[src/rcs_pkg.sv]
package rcs_pkg;

  // ****************************************
  // timing
  // ****************************************
  localparam int CLK_PERIOD_NS    = 10;
  localparam int REF_PERIOD_NS    = 40;    // slowest reference period expected
  localparam int LOSS_REF_PERIODS = 2;
  localparam int REQ_MIN_REF_CYC  = 3;
  localparam int SWITCH_DELAY_CYC = 0;
  localparam int RESET_HOLD_NS    = 10;
  localparam int CNT_W            = 8;
  localparam int HCNT_W           = 16;
  // loss limit rounds up: a stall must last the full two periods
  localparam logic [CNT_W-1:0]  LOSS_CNT = CNT_W'((LOSS_REF_PERIODS * REF_PERIOD_NS + CLK_PERIOD_NS - 1)
                                                  / CLK_PERIOD_NS);
  // request hold: one spare reference period plus synchroniser margin
  localparam int                REQ_HOLD_CYC    = ((REQ_MIN_REF_CYC + SWITCH_DELAY_CYC + 1) * REF_PERIOD_NS)
                                                  / CLK_PERIOD_NS + 4;
  localparam int                RESET_HOLD_CYC  = (RESET_HOLD_NS + CLK_PERIOD_NS - 1) / CLK_PERIOD_NS;
  localparam int                LOCK_STABLE_CYC = 16;

  // ****************************************
  // modes and states
  // ****************************************
  typedef enum logic [1:0] {
    RCS_AUTO     = 2'h0,
    RCS_MANUAL   = 2'h1,
    RCS_OVERRIDE = 2'h2
  } rcs_mode_type;

  typedef enum logic [3:0] {
    SW_IDLE = 4'h1,
    SW_GATE = 4'h2,
    SW_MUX  = 4'h4,
    SW_DONE = 4'h8
  } rcs_sw_state_type;

  typedef enum logic [3:0] {
    H_IDLE = 4'h1,
    H_REQ  = 4'h2,
    H_RST  = 4'h4,
    H_LOCK = 4'h8
  } rcs_host_state_type;

  // ****************************************
  // host registers
  // ****************************************
  localparam logic [3:0] CTRL_OFS     = 4'h0;
  localparam logic [3:0] STAT_OFS     = 4'h4;
  localparam int         CTRL_GO_BIT  = 0;
  localparam int         STAT_LOSS0   = 0;
  localparam int         STAT_LOSS1   = 1;
  localparam int         STAT_ACTIVE  = 2;
  localparam int         STAT_BUSY    = 3;
  localparam int         STAT_OUT_EN  = 4;

  // ****************************************
  // state records
  // ****************************************
  typedef struct packed {
    logic [1:0]            ref_m;
    logic [1:0]            ref_s;
    logic [1:0]            ref_p;
    logic                  req_m;
    logic                  req_s;
    logic                  req_p;
    logic                  lock_m;
    logic                  lock_s;
    logic [1:0][CNT_W-1:0] idle_cnt;
    logic [1:0]            loss;
    logic                  armed;
    logic [CNT_W-1:0]      hold_cnt;
    logic                  pend;
    logic                  sel;
    logic                  gated;
    logic                  active;
    logic                  ref_out;
    logic                  loop_rst;
    rcs_sw_state_type      st;
  } rcs_dev_state_type;

  typedef struct packed {
    rcs_host_state_type    st;
    logic [HCNT_W-1:0]     cnt;
    logic                  req;
    logic                  rst;
    logic                  oen;
    logic                  wait_r;
    logic [31:0]           rdata;
  } rcs_host_state_type_rec_type;

  localparam rcs_dev_state_type           DEV_RST  = '{st: SW_IDLE, default: '0};
  localparam rcs_host_state_type_rec_type HOST_RST = '{st: H_LOCK, wait_r: 1'b1, default: '0};

endpackage : rcs_pkg

[src/rcs_link_if.sv]
interface rcs_link_if;
  logic switch_req;
  logic loop_reset;
  logic loss_primary;
  logic loss_backup;
  logic active_sel;
  logic pll_locked;

  modport dev (
    input  switch_req,
    input  loop_reset,
    output loss_primary,
    output loss_backup,
    output active_sel,
    output pll_locked
  );

  modport host (
    output switch_req,
    output loop_reset,
    input  loss_primary,
    input  loss_backup,
    input  active_sel,
    input  pll_locked
  );
endinterface : rcs_link_if

[src/rcs_dev.sv]
// Contract
// auto, manual and override modes supported
// auto mode moves to backup on loss
// request rise held three cycles swaps input
// override: high request blocks automatic switching
// loss flag per stalled input
// active indicator shows input in use
// automatic switching repeats without limit
// no switch when other input dead
// loss after about two stalled periods
// host switches manually for wide frequency gaps
// gate on old fall, mux on new fall
// override: indicator follows request, no loss
// only request rising edge switches
// wait until target input toggles
// primary input selected by default
// host lowers request before next switch
// host holds request three slower cycles
// request hold includes configured delay cycles
// system keeps inputs running and close
// host resets loop around a switchover
// loss flags and indicator exported
// host holds reset, waits stable lock
// request synchronised before edge and counting
module rcs_dev
  import rcs_pkg::*;
#(
  parameter int SWITCH_DELAY = SWITCH_DELAY_CYC
) (
  input  wire logic   CLOCK,
  input  wire logic   RST_N,
  rcs_link_if.dev     LINK,
  input  wire logic   REF_CLOCK_PRIMARY,
  input  wire logic   REF_CLOCK_BACKUP,
  input  wire logic   PLL_LOCKED,
  input  rcs_mode_type MODE,
  output logic        REF_OUT,
  output logic        LOOP_RESET
);

  // ****************************************
  // constants and state
  // ****************************************
  localparam logic [CNT_W-1:0] HOLD_NEED = CNT_W'(REQ_MIN_REF_CYC + SWITCH_DELAY);

  rcs_dev_state_type st_ff;
  rcs_dev_state_type nxt_st;
  logic [1:0]        edge_any;
  logic [1:0]        fall;
  logic [1:0]        rise;
  logic              cur;
  logic              oth;
  logic              man_trig;
  logic              auto_trig;

  // ****************************************
  // next state
  // ****************************************
  always_comb begin
    nxt_st   = st_ff;
    edge_any = st_ff.ref_s ^ st_ff.ref_p;
    fall     = st_ff.ref_p & ~st_ff.ref_s;
    rise     = st_ff.ref_s & ~st_ff.ref_p;
    cur      = st_ff.sel;
    oth      = ~st_ff.sel;

    // two-flop capture of pins from other domains
    nxt_st.ref_m  = {REF_CLOCK_BACKUP, REF_CLOCK_PRIMARY};
    nxt_st.ref_s  = st_ff.ref_m;
    nxt_st.ref_p  = st_ff.ref_s;
    nxt_st.req_m  = LINK.switch_req;
    nxt_st.req_s  = st_ff.req_m;
    nxt_st.req_p  = st_ff.req_s;
    nxt_st.lock_m = PLL_LOCKED;
    nxt_st.lock_s = st_ff.lock_m;

    // clock sense: any edge restarts the stall count
    for (int i = 0; i < 2; i++) begin
      if (edge_any[i]) begin
        nxt_st.idle_cnt[i] = '0;
        nxt_st.loss[i]     = 1'b0;
      end else if (st_ff.idle_cnt[i] >= LOSS_CNT - 1'b1) begin
        nxt_st.loss[i]     = 1'b1;
      end else begin
        nxt_st.idle_cnt[i] = st_ff.idle_cnt[i] + 1'b1;
      end
    end

    // request qualifier: armed only by a rising edge
    if (!st_ff.req_s) begin
      nxt_st.armed = 1'b0;
    end else if (!st_ff.req_p) begin
      nxt_st.armed    = 1'b1;
      nxt_st.hold_cnt = '0;
    end else if (st_ff.armed && rise[cur]) begin
      nxt_st.hold_cnt = st_ff.hold_cnt + 1'b1;
    end

    // manual trigger after enough reference cycles held high
    man_trig = st_ff.armed && st_ff.req_s && (st_ff.hold_cnt >= HOLD_NEED)
               && (MODE != RCS_AUTO) && (st_ff.st == SW_IDLE) && !st_ff.pend;
    // automatic trigger only when the other input is alive
    auto_trig = ((MODE == RCS_AUTO) || ((MODE == RCS_OVERRIDE) && !st_ff.req_s))
                && st_ff.loss[cur] && !st_ff.loss[oth]
                && (st_ff.st == SW_IDLE) && !st_ff.pend;
    if (man_trig) begin
      nxt_st.pend  = 1'b1;
      nxt_st.armed = 1'b0;
    end else if (auto_trig) begin
      nxt_st.pend = 1'b1;
    end

    // glitch-free handover sequence
    case (st_ff.st)
      SW_IDLE: begin
        if (st_ff.pend && !st_ff.loss[oth]) begin
          nxt_st.pend = 1'b0;
          nxt_st.st   = SW_GATE;
        end
      end
      SW_GATE: begin
        // a dead old input never falls, so its loss also gates
        if (fall[cur] || st_ff.loss[cur]) begin
          nxt_st.gated = 1'b1;
          nxt_st.st    = SW_MUX;
        end
      end
      SW_MUX: begin
        if (fall[oth]) begin
          nxt_st.sel   = oth;
          nxt_st.gated = 1'b0;
          nxt_st.st    = SW_DONE;
        end
      end
      SW_DONE: begin
        nxt_st.active = st_ff.sel;
        nxt_st.st     = SW_IDLE;
      end
      default: begin
        nxt_st.st = SW_IDLE;
      end
    endcase

    // registered reference, low while gated
    nxt_st.ref_out  = st_ff.gated ? 1'b0 : st_ff.ref_s[st_ff.sel];
    nxt_st.loop_rst = LINK.loop_reset;
  end

  // ****************************************
  // state register
  // ****************************************
  always_ff @(posedge CLOCK or negedge RST_N) begin
    if (!RST_N) begin
      st_ff <= DEV_RST;
    end else begin
      st_ff <= nxt_st;
    end
  end

  // ****************************************
  // outputs
  // ****************************************
  assign REF_OUT           = st_ff.ref_out;
  assign LOOP_RESET        = st_ff.loop_rst;
  assign LINK.loss_primary = st_ff.loss[0];
  assign LINK.loss_backup  = st_ff.loss[1];
  assign LINK.active_sel   = st_ff.active;
  assign LINK.pll_locked   = st_ff.lock_s;

endmodule : rcs_dev

[src/flat_wrapper.sv]
// flat-port wrapper written by rule: the top's interface ports become plain ports
module rcs_dev_flat import rcs_pkg::*;
#(
  parameter int SWITCH_DELAY = SWITCH_DELAY_CYC
)
  (CLOCK, RST_N, REF_CLOCK_PRIMARY, REF_CLOCK_BACKUP, PLL_LOCKED, MODE, REF_OUT, LOOP_RESET, LINK_switch_req, LINK_loop_reset, LINK_loss_primary, LINK_loss_backup, LINK_active_sel, LINK_pll_locked);
  rcs_link_if LINK_i ();
  input  wire logic CLOCK;
  input  wire logic RST_N;
  input  wire logic REF_CLOCK_PRIMARY;
  input  wire logic REF_CLOCK_BACKUP;
  input  wire logic PLL_LOCKED;
  input  rcs_mode_type MODE;
  output logic REF_OUT;
  output logic LOOP_RESET;
  input wire logic [$bits(LINK_i.switch_req)-1:0] LINK_switch_req;
  input wire logic [$bits(LINK_i.loop_reset)-1:0] LINK_loop_reset;
  output wire logic [$bits(LINK_i.loss_primary)-1:0] LINK_loss_primary;
  output wire logic [$bits(LINK_i.loss_backup)-1:0] LINK_loss_backup;
  output wire logic [$bits(LINK_i.active_sel)-1:0] LINK_active_sel;
  output wire logic [$bits(LINK_i.pll_locked)-1:0] LINK_pll_locked;
  assign LINK_i.switch_req = LINK_switch_req;
  assign LINK_i.loop_reset = LINK_loop_reset;
  assign LINK_loss_primary = LINK_i.loss_primary;
  assign LINK_loss_backup = LINK_i.loss_backup;
  assign LINK_active_sel = LINK_i.active_sel;
  assign LINK_pll_locked = LINK_i.pll_locked;
  rcs_dev #(.SWITCH_DELAY(SWITCH_DELAY)) u_core (.CLOCK(CLOCK), .RST_N(RST_N), .LINK(LINK_i), .REF_CLOCK_PRIMARY(REF_CLOCK_PRIMARY), .REF_CLOCK_BACKUP(REF_CLOCK_BACKUP), .PLL_LOCKED(PLL_LOCKED), .MODE(MODE), .REF_OUT(REF_OUT), .LOOP_RESET(LOOP_RESET));
endmodule
[config.mk]
export PLATFORM = sky130hd
export DESIGN_NAME = rcs_dev_flat
export DESIGN_NICKNAME = d
export VERILOG_FILES = /design/src/rcs_pkg.sv /design/src/rcs_link_if.sv /design/src/rcs_dev.sv /design/src/flat_wrapper.sv
export SDC_FILE = /design/constraint.sdc
export NUM_CORES = 1
export LEC_CHECK = 0
export ABC_AREA = 1
export BUFFER_PORTS_ARGS = -buffer_cell sky130_fd_sc_hd__buf_4
export CORE_MARGIN = 1
export CORE_UTILIZATION = 43
export DETAILED_ROUTE_END_ITERATION = 12
export GPL_ROUTABILITY_DRIVEN = 0
export GPL_TIMING_DRIVEN = 0
export PLACE_DENSITY = 0.59
export SETUP_SLACK_MARGIN = 0.3
export SLEW_MARGIN = 15
export SYNTH_ARGS = -nofsm -noshare
export SYNTH_HDL_FRONTEND = slang
export SYNTH_SLANG_ARGS = --single-unit
[constraint.sdc]
create_clock -name CLOCK -period 3.4 [get_ports CLOCK]
set_input_delay 0.17 -clock CLOCK [delete_from_list [all_inputs] [get_ports CLOCK]]
set_output_delay 0.17 -clock CLOCK [all_outputs]
set_load 0.01 [all_outputs]
# --- After elaboration in Yosys (flattened, before gate mapping) ---
# Cells that the tools add are included.
totals:
  reg_bits: 48
  latchBits: 0
  ramBits: 0
  mem_bits_ro: 0
  in_bits: 9
  output_inout_bits: 6
  wordCells: 110
  n_memories: 0
classes:
  add_sub_neg: 3
  mul: 0
  div: 0
  n_lt_le_gt_ge: 5
  n_eq_ne: 12
  n_shift: 0
  mux: 37
  n_bitwise: 6
  n_reduce_logical: 26
op_table:
  columns: ["operator", "count"]
  rows:
  - ["$mux 8", 6]
  - ["$mux 1", 26]
  - ["$add 8x1->8 const B", 3]
  - ["$ge 8x3->1 const B", 2]
  - ["$logic_and 1x1->1", 12]
  - ["$mux 4", 3]
  - ["$pmux 4 s3", 1]
  - ["$ge 8x2->1 const B", 1]
  - ["$ne 2x1->1 const B", 4]
  - ["$reduce_bool 2->1", 4]
  - ["$reduce_and 3->1", 2]
  - ["$and 2x2->2", 2]
  - ["$eq 4x1->1 const B", 1]
  - ["$eq 4x2->1 const B", 1]
  - ["$eq 4x3->1 const B", 1]
  - ["$eq 4x4->1 const B", 1]
  - ["$lt 1x2->1 const B", 2]
  - ["$ne 2x2->1 const B", 2]
  - ["$not 2->2", 2]
  - ["$reduce_and 2->1", 2]
  - ["$logic_not 1->1", 3]
  - ["$ne 3x3->1 const B", 1]
  - ["$eq 2x2->1 const B", 1]
  - ["$logic_not 2->1", 1]
  - ["4 further kinds", 5]

# --- Depth between registers and ports, before layout ---
depth:
  word_depth: 11
  depth_mapped: 10
  mapped_depth_nobuf: 10

# --- Worst setup path after synthesis ---
# Ideal clock, no wire load.
synth_path:
  path_type: "register to register"
  startpoint: "register u_core.st_ff, in the netlist u_core.nxt_st[42]"
  endpoint: "register u_core.st_ff[10] (netlist name)"
  setup_ns: 0.126
  arrival_time_ns: 1.183
  required_time_ns: 3.274
  setup_slack_ns: 2.092
  path_stages_with_launch: 8
  path_buffers: 1
  synth_period_minus_slack_ns: 1.308
  path_cell_list: "dfrtp_1 -> ha_1 -> or2_1 -> nand3_2 -> nand2_2 -> nand2_4 -> buf_12 -> o21ai_0"
synth_via:
  elab_chain_cells: 6
synth_rtl:
  columns: ["item", "line_no", "text"]
  rows:
  - ["start: declaration", "rcs_dev.sv:46", "rcs_dev_state_type st_ff;"]
  - ["start signal: assignment", "rcs_dev.sv:156", "st_ff <= nxt_st;"]
  - ["$and 2x2->2", "rcs_dev.sv:63", "rise = st_ff.ref_s & ~st_ff.ref_p;"]
  - ["$mux 1 (not written as such) (2 in series)", "rcs_dev.sv:95", "end else if (st_ff.armed && rise[cur]) begin"]
  - ["$logic_and 1x1->1", "rcs_dev.sv:95", null]
  - ["$ne 2x2->1 (no source line)", null, null]
  - ["$reduce_and 2->1 (no source line)", null, null]
# No other way between the ends. The select of a mux whose other input is x is not followed.
# A chain may end at the register's enable or synchronous reset.

# --- Worst setup path after layout ---
layout_path:
  startpoint: "register u_core.st_ff, in the netlist u_core.nxt_st[42]"
  endpoint: "register u_core.st_ff[21] (netlist name)"
layout_via:
  elab_chain_cells: 2
  elab_cells_between_ends: 3
  cone_classes: "eq/ne (1); mux (1); bitwise (1)"
layout_rtl:
  columns: ["item", "line_no", "text"]
  rows:
  - ["$xor 2x2->2 (*)", "rcs_dev.sv:61", "edge_any = st_ff.ref_s ^ st_ff.ref_p;"]
  - ["$ne 2x1->1 (no source line) or $mux 8 (tied branches)", null, null]
# Every way passes the cells marked *; elsewhere a longest branch is shown, timed or not.

==> flow_results.org <==
** STA
- Summed over all failing endpoints, the final setup total negative slack is 0 ns.
- Actual slew at the worst max-slew pin :: 0.5891 ns
- Across all setup checks in the final design, the least slack found is 1.969 ns.
- Final Skew :: between 0.005 and 0.006 ns
- Setup violations remaining at the end of the flow were counted as 0.
- Across all hold checks on the routed design, the worst slack comes to 0.3245 ns.
- Final Hold Viols :: 0
- Slew Viols, Final :: 0
- Setup repair after global routing left no endpoint under its margin.
- Crit path time final :: 1.431 ns
- Static timing analysis puts the maximum clock frequency at 698.6 MHz.
- Worst rel slew slack :: between 60% and 70%
- Period utilisation layout :: a little over two fifths

** Power
- Summed over all nets, the switching power comes to 0.3992 mW.
- In this run switching power makes up between 20% and 30% of total power.
- Part of the power in combinational logic :: roughly 20%
- IR Drop Worst-Case VDD :: 0.3531 mV
- Share of power burned in the clock network :: about a third
- P_leak :: 1.355 nW
- Flop pwr share :: between 40 and 50%
- Summing internal, switching and leakage power gives 1.419 mW.
- Dividing total power by cell area gives a power density of 554.8 mW/mm^2.
- Total internal power :: 1.020 mW

** Synthesis
- A synthesized cell averages 8.763 um^2.
- Simple-gate portion of the synthesized area :: approximately 24%
- The number of nets in the synthesized netlist is 265.
- After synthesis, the share of cell area in mux cells is 0%.
- After synthesis, the largest area contributor takes up approximately 54% of total cell area.
- After Yosys synthesis, full adders, half adders and majority gates account for 4.014% of the synthesized area.
- The synthesized netlist devotes 6.938% of its cell area to compound gates.
- Sequential cell area fraction in the yosys report :: between 50 and 60%
- Number of instances in the synthesized netlist :: approximately 250
- The largest total area in the synthesized netlist belongs to dfrtp_1.
- Distinct cells, synth :: 28
- Netlist area before placement :: 0.002182 mm^2
- Xor-xnor portion of the synthesized cell area :: 0.8028%
- Main combinational cell family by area after synthesis :: simple AND/OR/NAND/NOR gates
- Post-synth EDFFs :: 0
- Top cells by area in the synthesized netlist :: dfrtp_1 54%, nand2_1 11%, inv_1 6.5%
- Number of warnings printed during yosys synthesis :: 0
- Async set or reset register ratio after synthesis :: 100.0%
- Most frequently used flop master after synthesis :: dfrtp_1
- Total of flip-flops plus latches after synthesis :: 48

** Critical path
- Critical path startpoint category :: register
- In this run the critical register-to-register path is captured at u_core.st_ff[21].
- Cell-by-cell trace of the critical path :: inv_1 > ha_1 > clkbuf_1 > nand2_1 > nand3_1 > o21ai_0
- STA classifies the critical path endpoint as a register.
- Required time of the critical path :: 3.58 ns
- Setup slack of the worst register-to-register path :: 1.97 ns
- At the worst endpoint, the arrival time is 1.61 ns.
- Slowest CP cell :: dfrtp_1
- The largest single stage delay on the critical path is approximately 0.41 ns.
- Worst-path maximum fanout :: 9
- Critical Setup Path Class :: reg2reg
- Source of the critical timing path :: u_core.nxt_st[42]
- The worst register-to-register path begins at u_core.nxt_st[42].
- Number of cells on the worst reg-to-reg path :: 6

** Clock network
- Total number of H-tree levels :: 2
- After clock tree synthesis, the clock-pin slew on the worst setup and hold paths is 0.09 ns.
- Insertion delay of the later-clocked pin in the worst-skew pair :: about 0.30 ns
- In this run the deepest clock path goes through 2 buffers.
- In this run the clock root is driven by a clkbuf_8.
- After clock tree synthesis, the setup repair step added 0 buffers.
- Number of clock sinks :: 48
- After clock tree synthesis, the flow added hold-fix buffers numbering 6.
- TritonCTS built the clock tree.
- Number of CTS-inserted buffers :: 5
- Post-CTS repair changed the size of 0 cells.

** Routing
- Pre-antenna DRT Iters :: 4
- In the final routed layout, each cell accounts on average for 10.31 um.
- WL final :: between 3000 and 4000 um
- DRC violation count after routing :: 0
- The first routing iteration left 60 violations.
- Overall via count from detail_route :: about 1500
- Via density :: ~4.5
- Antenna-violating nets left :: 0

** Min path
- The min-delay analysis places its worst path in the category in2reg.
- The worst hold path begins at MODE[0].
- The worst hold path terminates at u_core.st_ff[18].
- Instance count along the most critical hold path :: 6

** Floorplan
- Die H :: 73.24 um
- In this run the count of I/O pins placed on the die edge is 15.
- Row generation in the floorplan step produced 25 rows.
- The die covers 0.005363 mm^2.
- Core ar. :: 0.004817 mm^2
- For this configuration, the core starts out at a cell density of 45.30%.
- The die is approximately 73 um wide.

** Layout
- Nets@finish :: 292
- In the layout the commonest cells are 63 x nand2_1, 47 x dfrtp_1, 38 x inv_1, 29 x nor2_1, 20 x nand3_1.
- Area of the multi-input gates :: 790.8 um^2
- The library cell used most frequently in the layout, excluding fill and tap cells, is nand2_1.
- Layout cells sized above 1 :: between 10% and 20%
- From synthesis to final layout, the design area changed by 17.20%.
- In the final layout, flip-flops and latches occupy 0.001202 mm^2.
- Number of fillers in the final layout :: 456
- Final Cell Area :: 0.002557 mm^2
- Number of diodes added for antenna fixing :: 0

** Placement
- The wire-length estimate of the detail-placed layout is 2453 um.
- Setup slack at placement :: approximately 2.0 ns
- After detailed placement, the total cell area comes to 0.002371 mm^2.
- Number of I/O port buffers :: 14

** Run status
- The flow ran to the end, and the final reports show no timing, DRC or antenna violations.

** Global routing
- Via count of the first global-routing pass :: 1451
- Antenna violations before repair :: 0
- First-pass GRT wire length :: about 6300 um
- Entering global routing, the biggest net connects 49 pins.
- Global routing used 15.55% of the available tracks.
- After global routing the overflow that remains totals 0.

** Run
- The tool flagged a number of max-cap violations equal to 0.
## state kept, by name, summed over array words and instances (netlist names)
signal / flops
u_core.LINK.active_sel: 1
u_core.LINK.loss_backup: 1
u_core.LINK.loss_primary: 1
u_core.LINK.pll_locked: 1
u_core.LOOP_RESET: 1
u_core.REF_OUT: 1
u_core.cur: 1
u_core.nxt_st: 7
u_core.st_ff: 34
## worst max-delay path, delay by kind of cell, from the launching register on
| family | cells | cell delay, ns |
|---|---|---|
| DFF | 1 | 0.41 |
| buffers and inverters | 2 | 0.34 |
| adders and majority gates | 1 | 0.27 |
| and+or+nand+nor | 2 | 0.21 |
| AOI/OAI and AO/OA | 1 | 0.08 |
## cells in the mapped netlist, drive strengths merged, types with 2 or more instances
cell type  instances
nand2             67
dfrtp             47
inv               38
nor2              29
nand3             21
o21ai             13
a21oi              8
ha                 7
buf                3
clkbuf             2
nand3b             2
nor3               2
o21bai             2
xor2               2
## layer usage
metal	wire (um)	GRT usage (%)
met3	107	4.144
met4	34	5.229
met5	0	0
met1	1826	20.68
met2	1579	24.59
## power by group through the flow
stage | logic (mW) | registers (mW) | clock network [mW]
after floorplan | 0.207 | 0.694 | 0
after global placement | 0.276 | 0.698 | 0
after detailed placement | 0.280 | 0.700 | 0
after CTS | 0.288 | 0.690 | 0.461
after global routing | 0.334 | 0.700 | 0.486
final | 0.284 | 0.688 | 0.447
## cells by family (layout without fill, tap and decap cells)
kind of cell             after synthesis  count (layout)
buffers and inverters                 43              71
XOR/XNOR                               2               2
AND/OR/NAND/NOR                      124             124
flip-flops                            48              48
AO/OA/AOI/OAI                         25              25
adder cells (fa/ha/maj)                7               7
## worst max path at each step
stage	to	slack, ns	depth (start not counted)
after floorplan	u_core.st_ff[10]	2.09	7
after global placement	u_core.st_ff[21]	1.96	6
after detailed placement	u_core.st_ff[32]	1.96	5
after CTS	u_core.st_ff[32]	1.93	5
after global routing	u_core.st_ff[21]	1.77	7
final	u_core.st_ff[21]	1.97	6
## metrics by stage
| step | std cells | util, % |
|---|---|---|
| detailed placement | 330 | 49.22 |
| floorplan | 249 | - |
| CTS | 344 | 53.09 |
| finish | 344 | 53.09 |
| global placement | 330 | 49.22 |
| global route | 344 | 53.09 |
## area by class of cell
cell class	count	share of cell area [%]
well taps	67	3.278
clock inverters	1	1.174
clock buffers	7	3.767
repair buffers	20	6.458
inverters	38	5.577
plain buffers	5	1.810
flip-flops and latches	48	47.02
multi-input cells	158	30.92
Power figures use the tool's default switching activity.
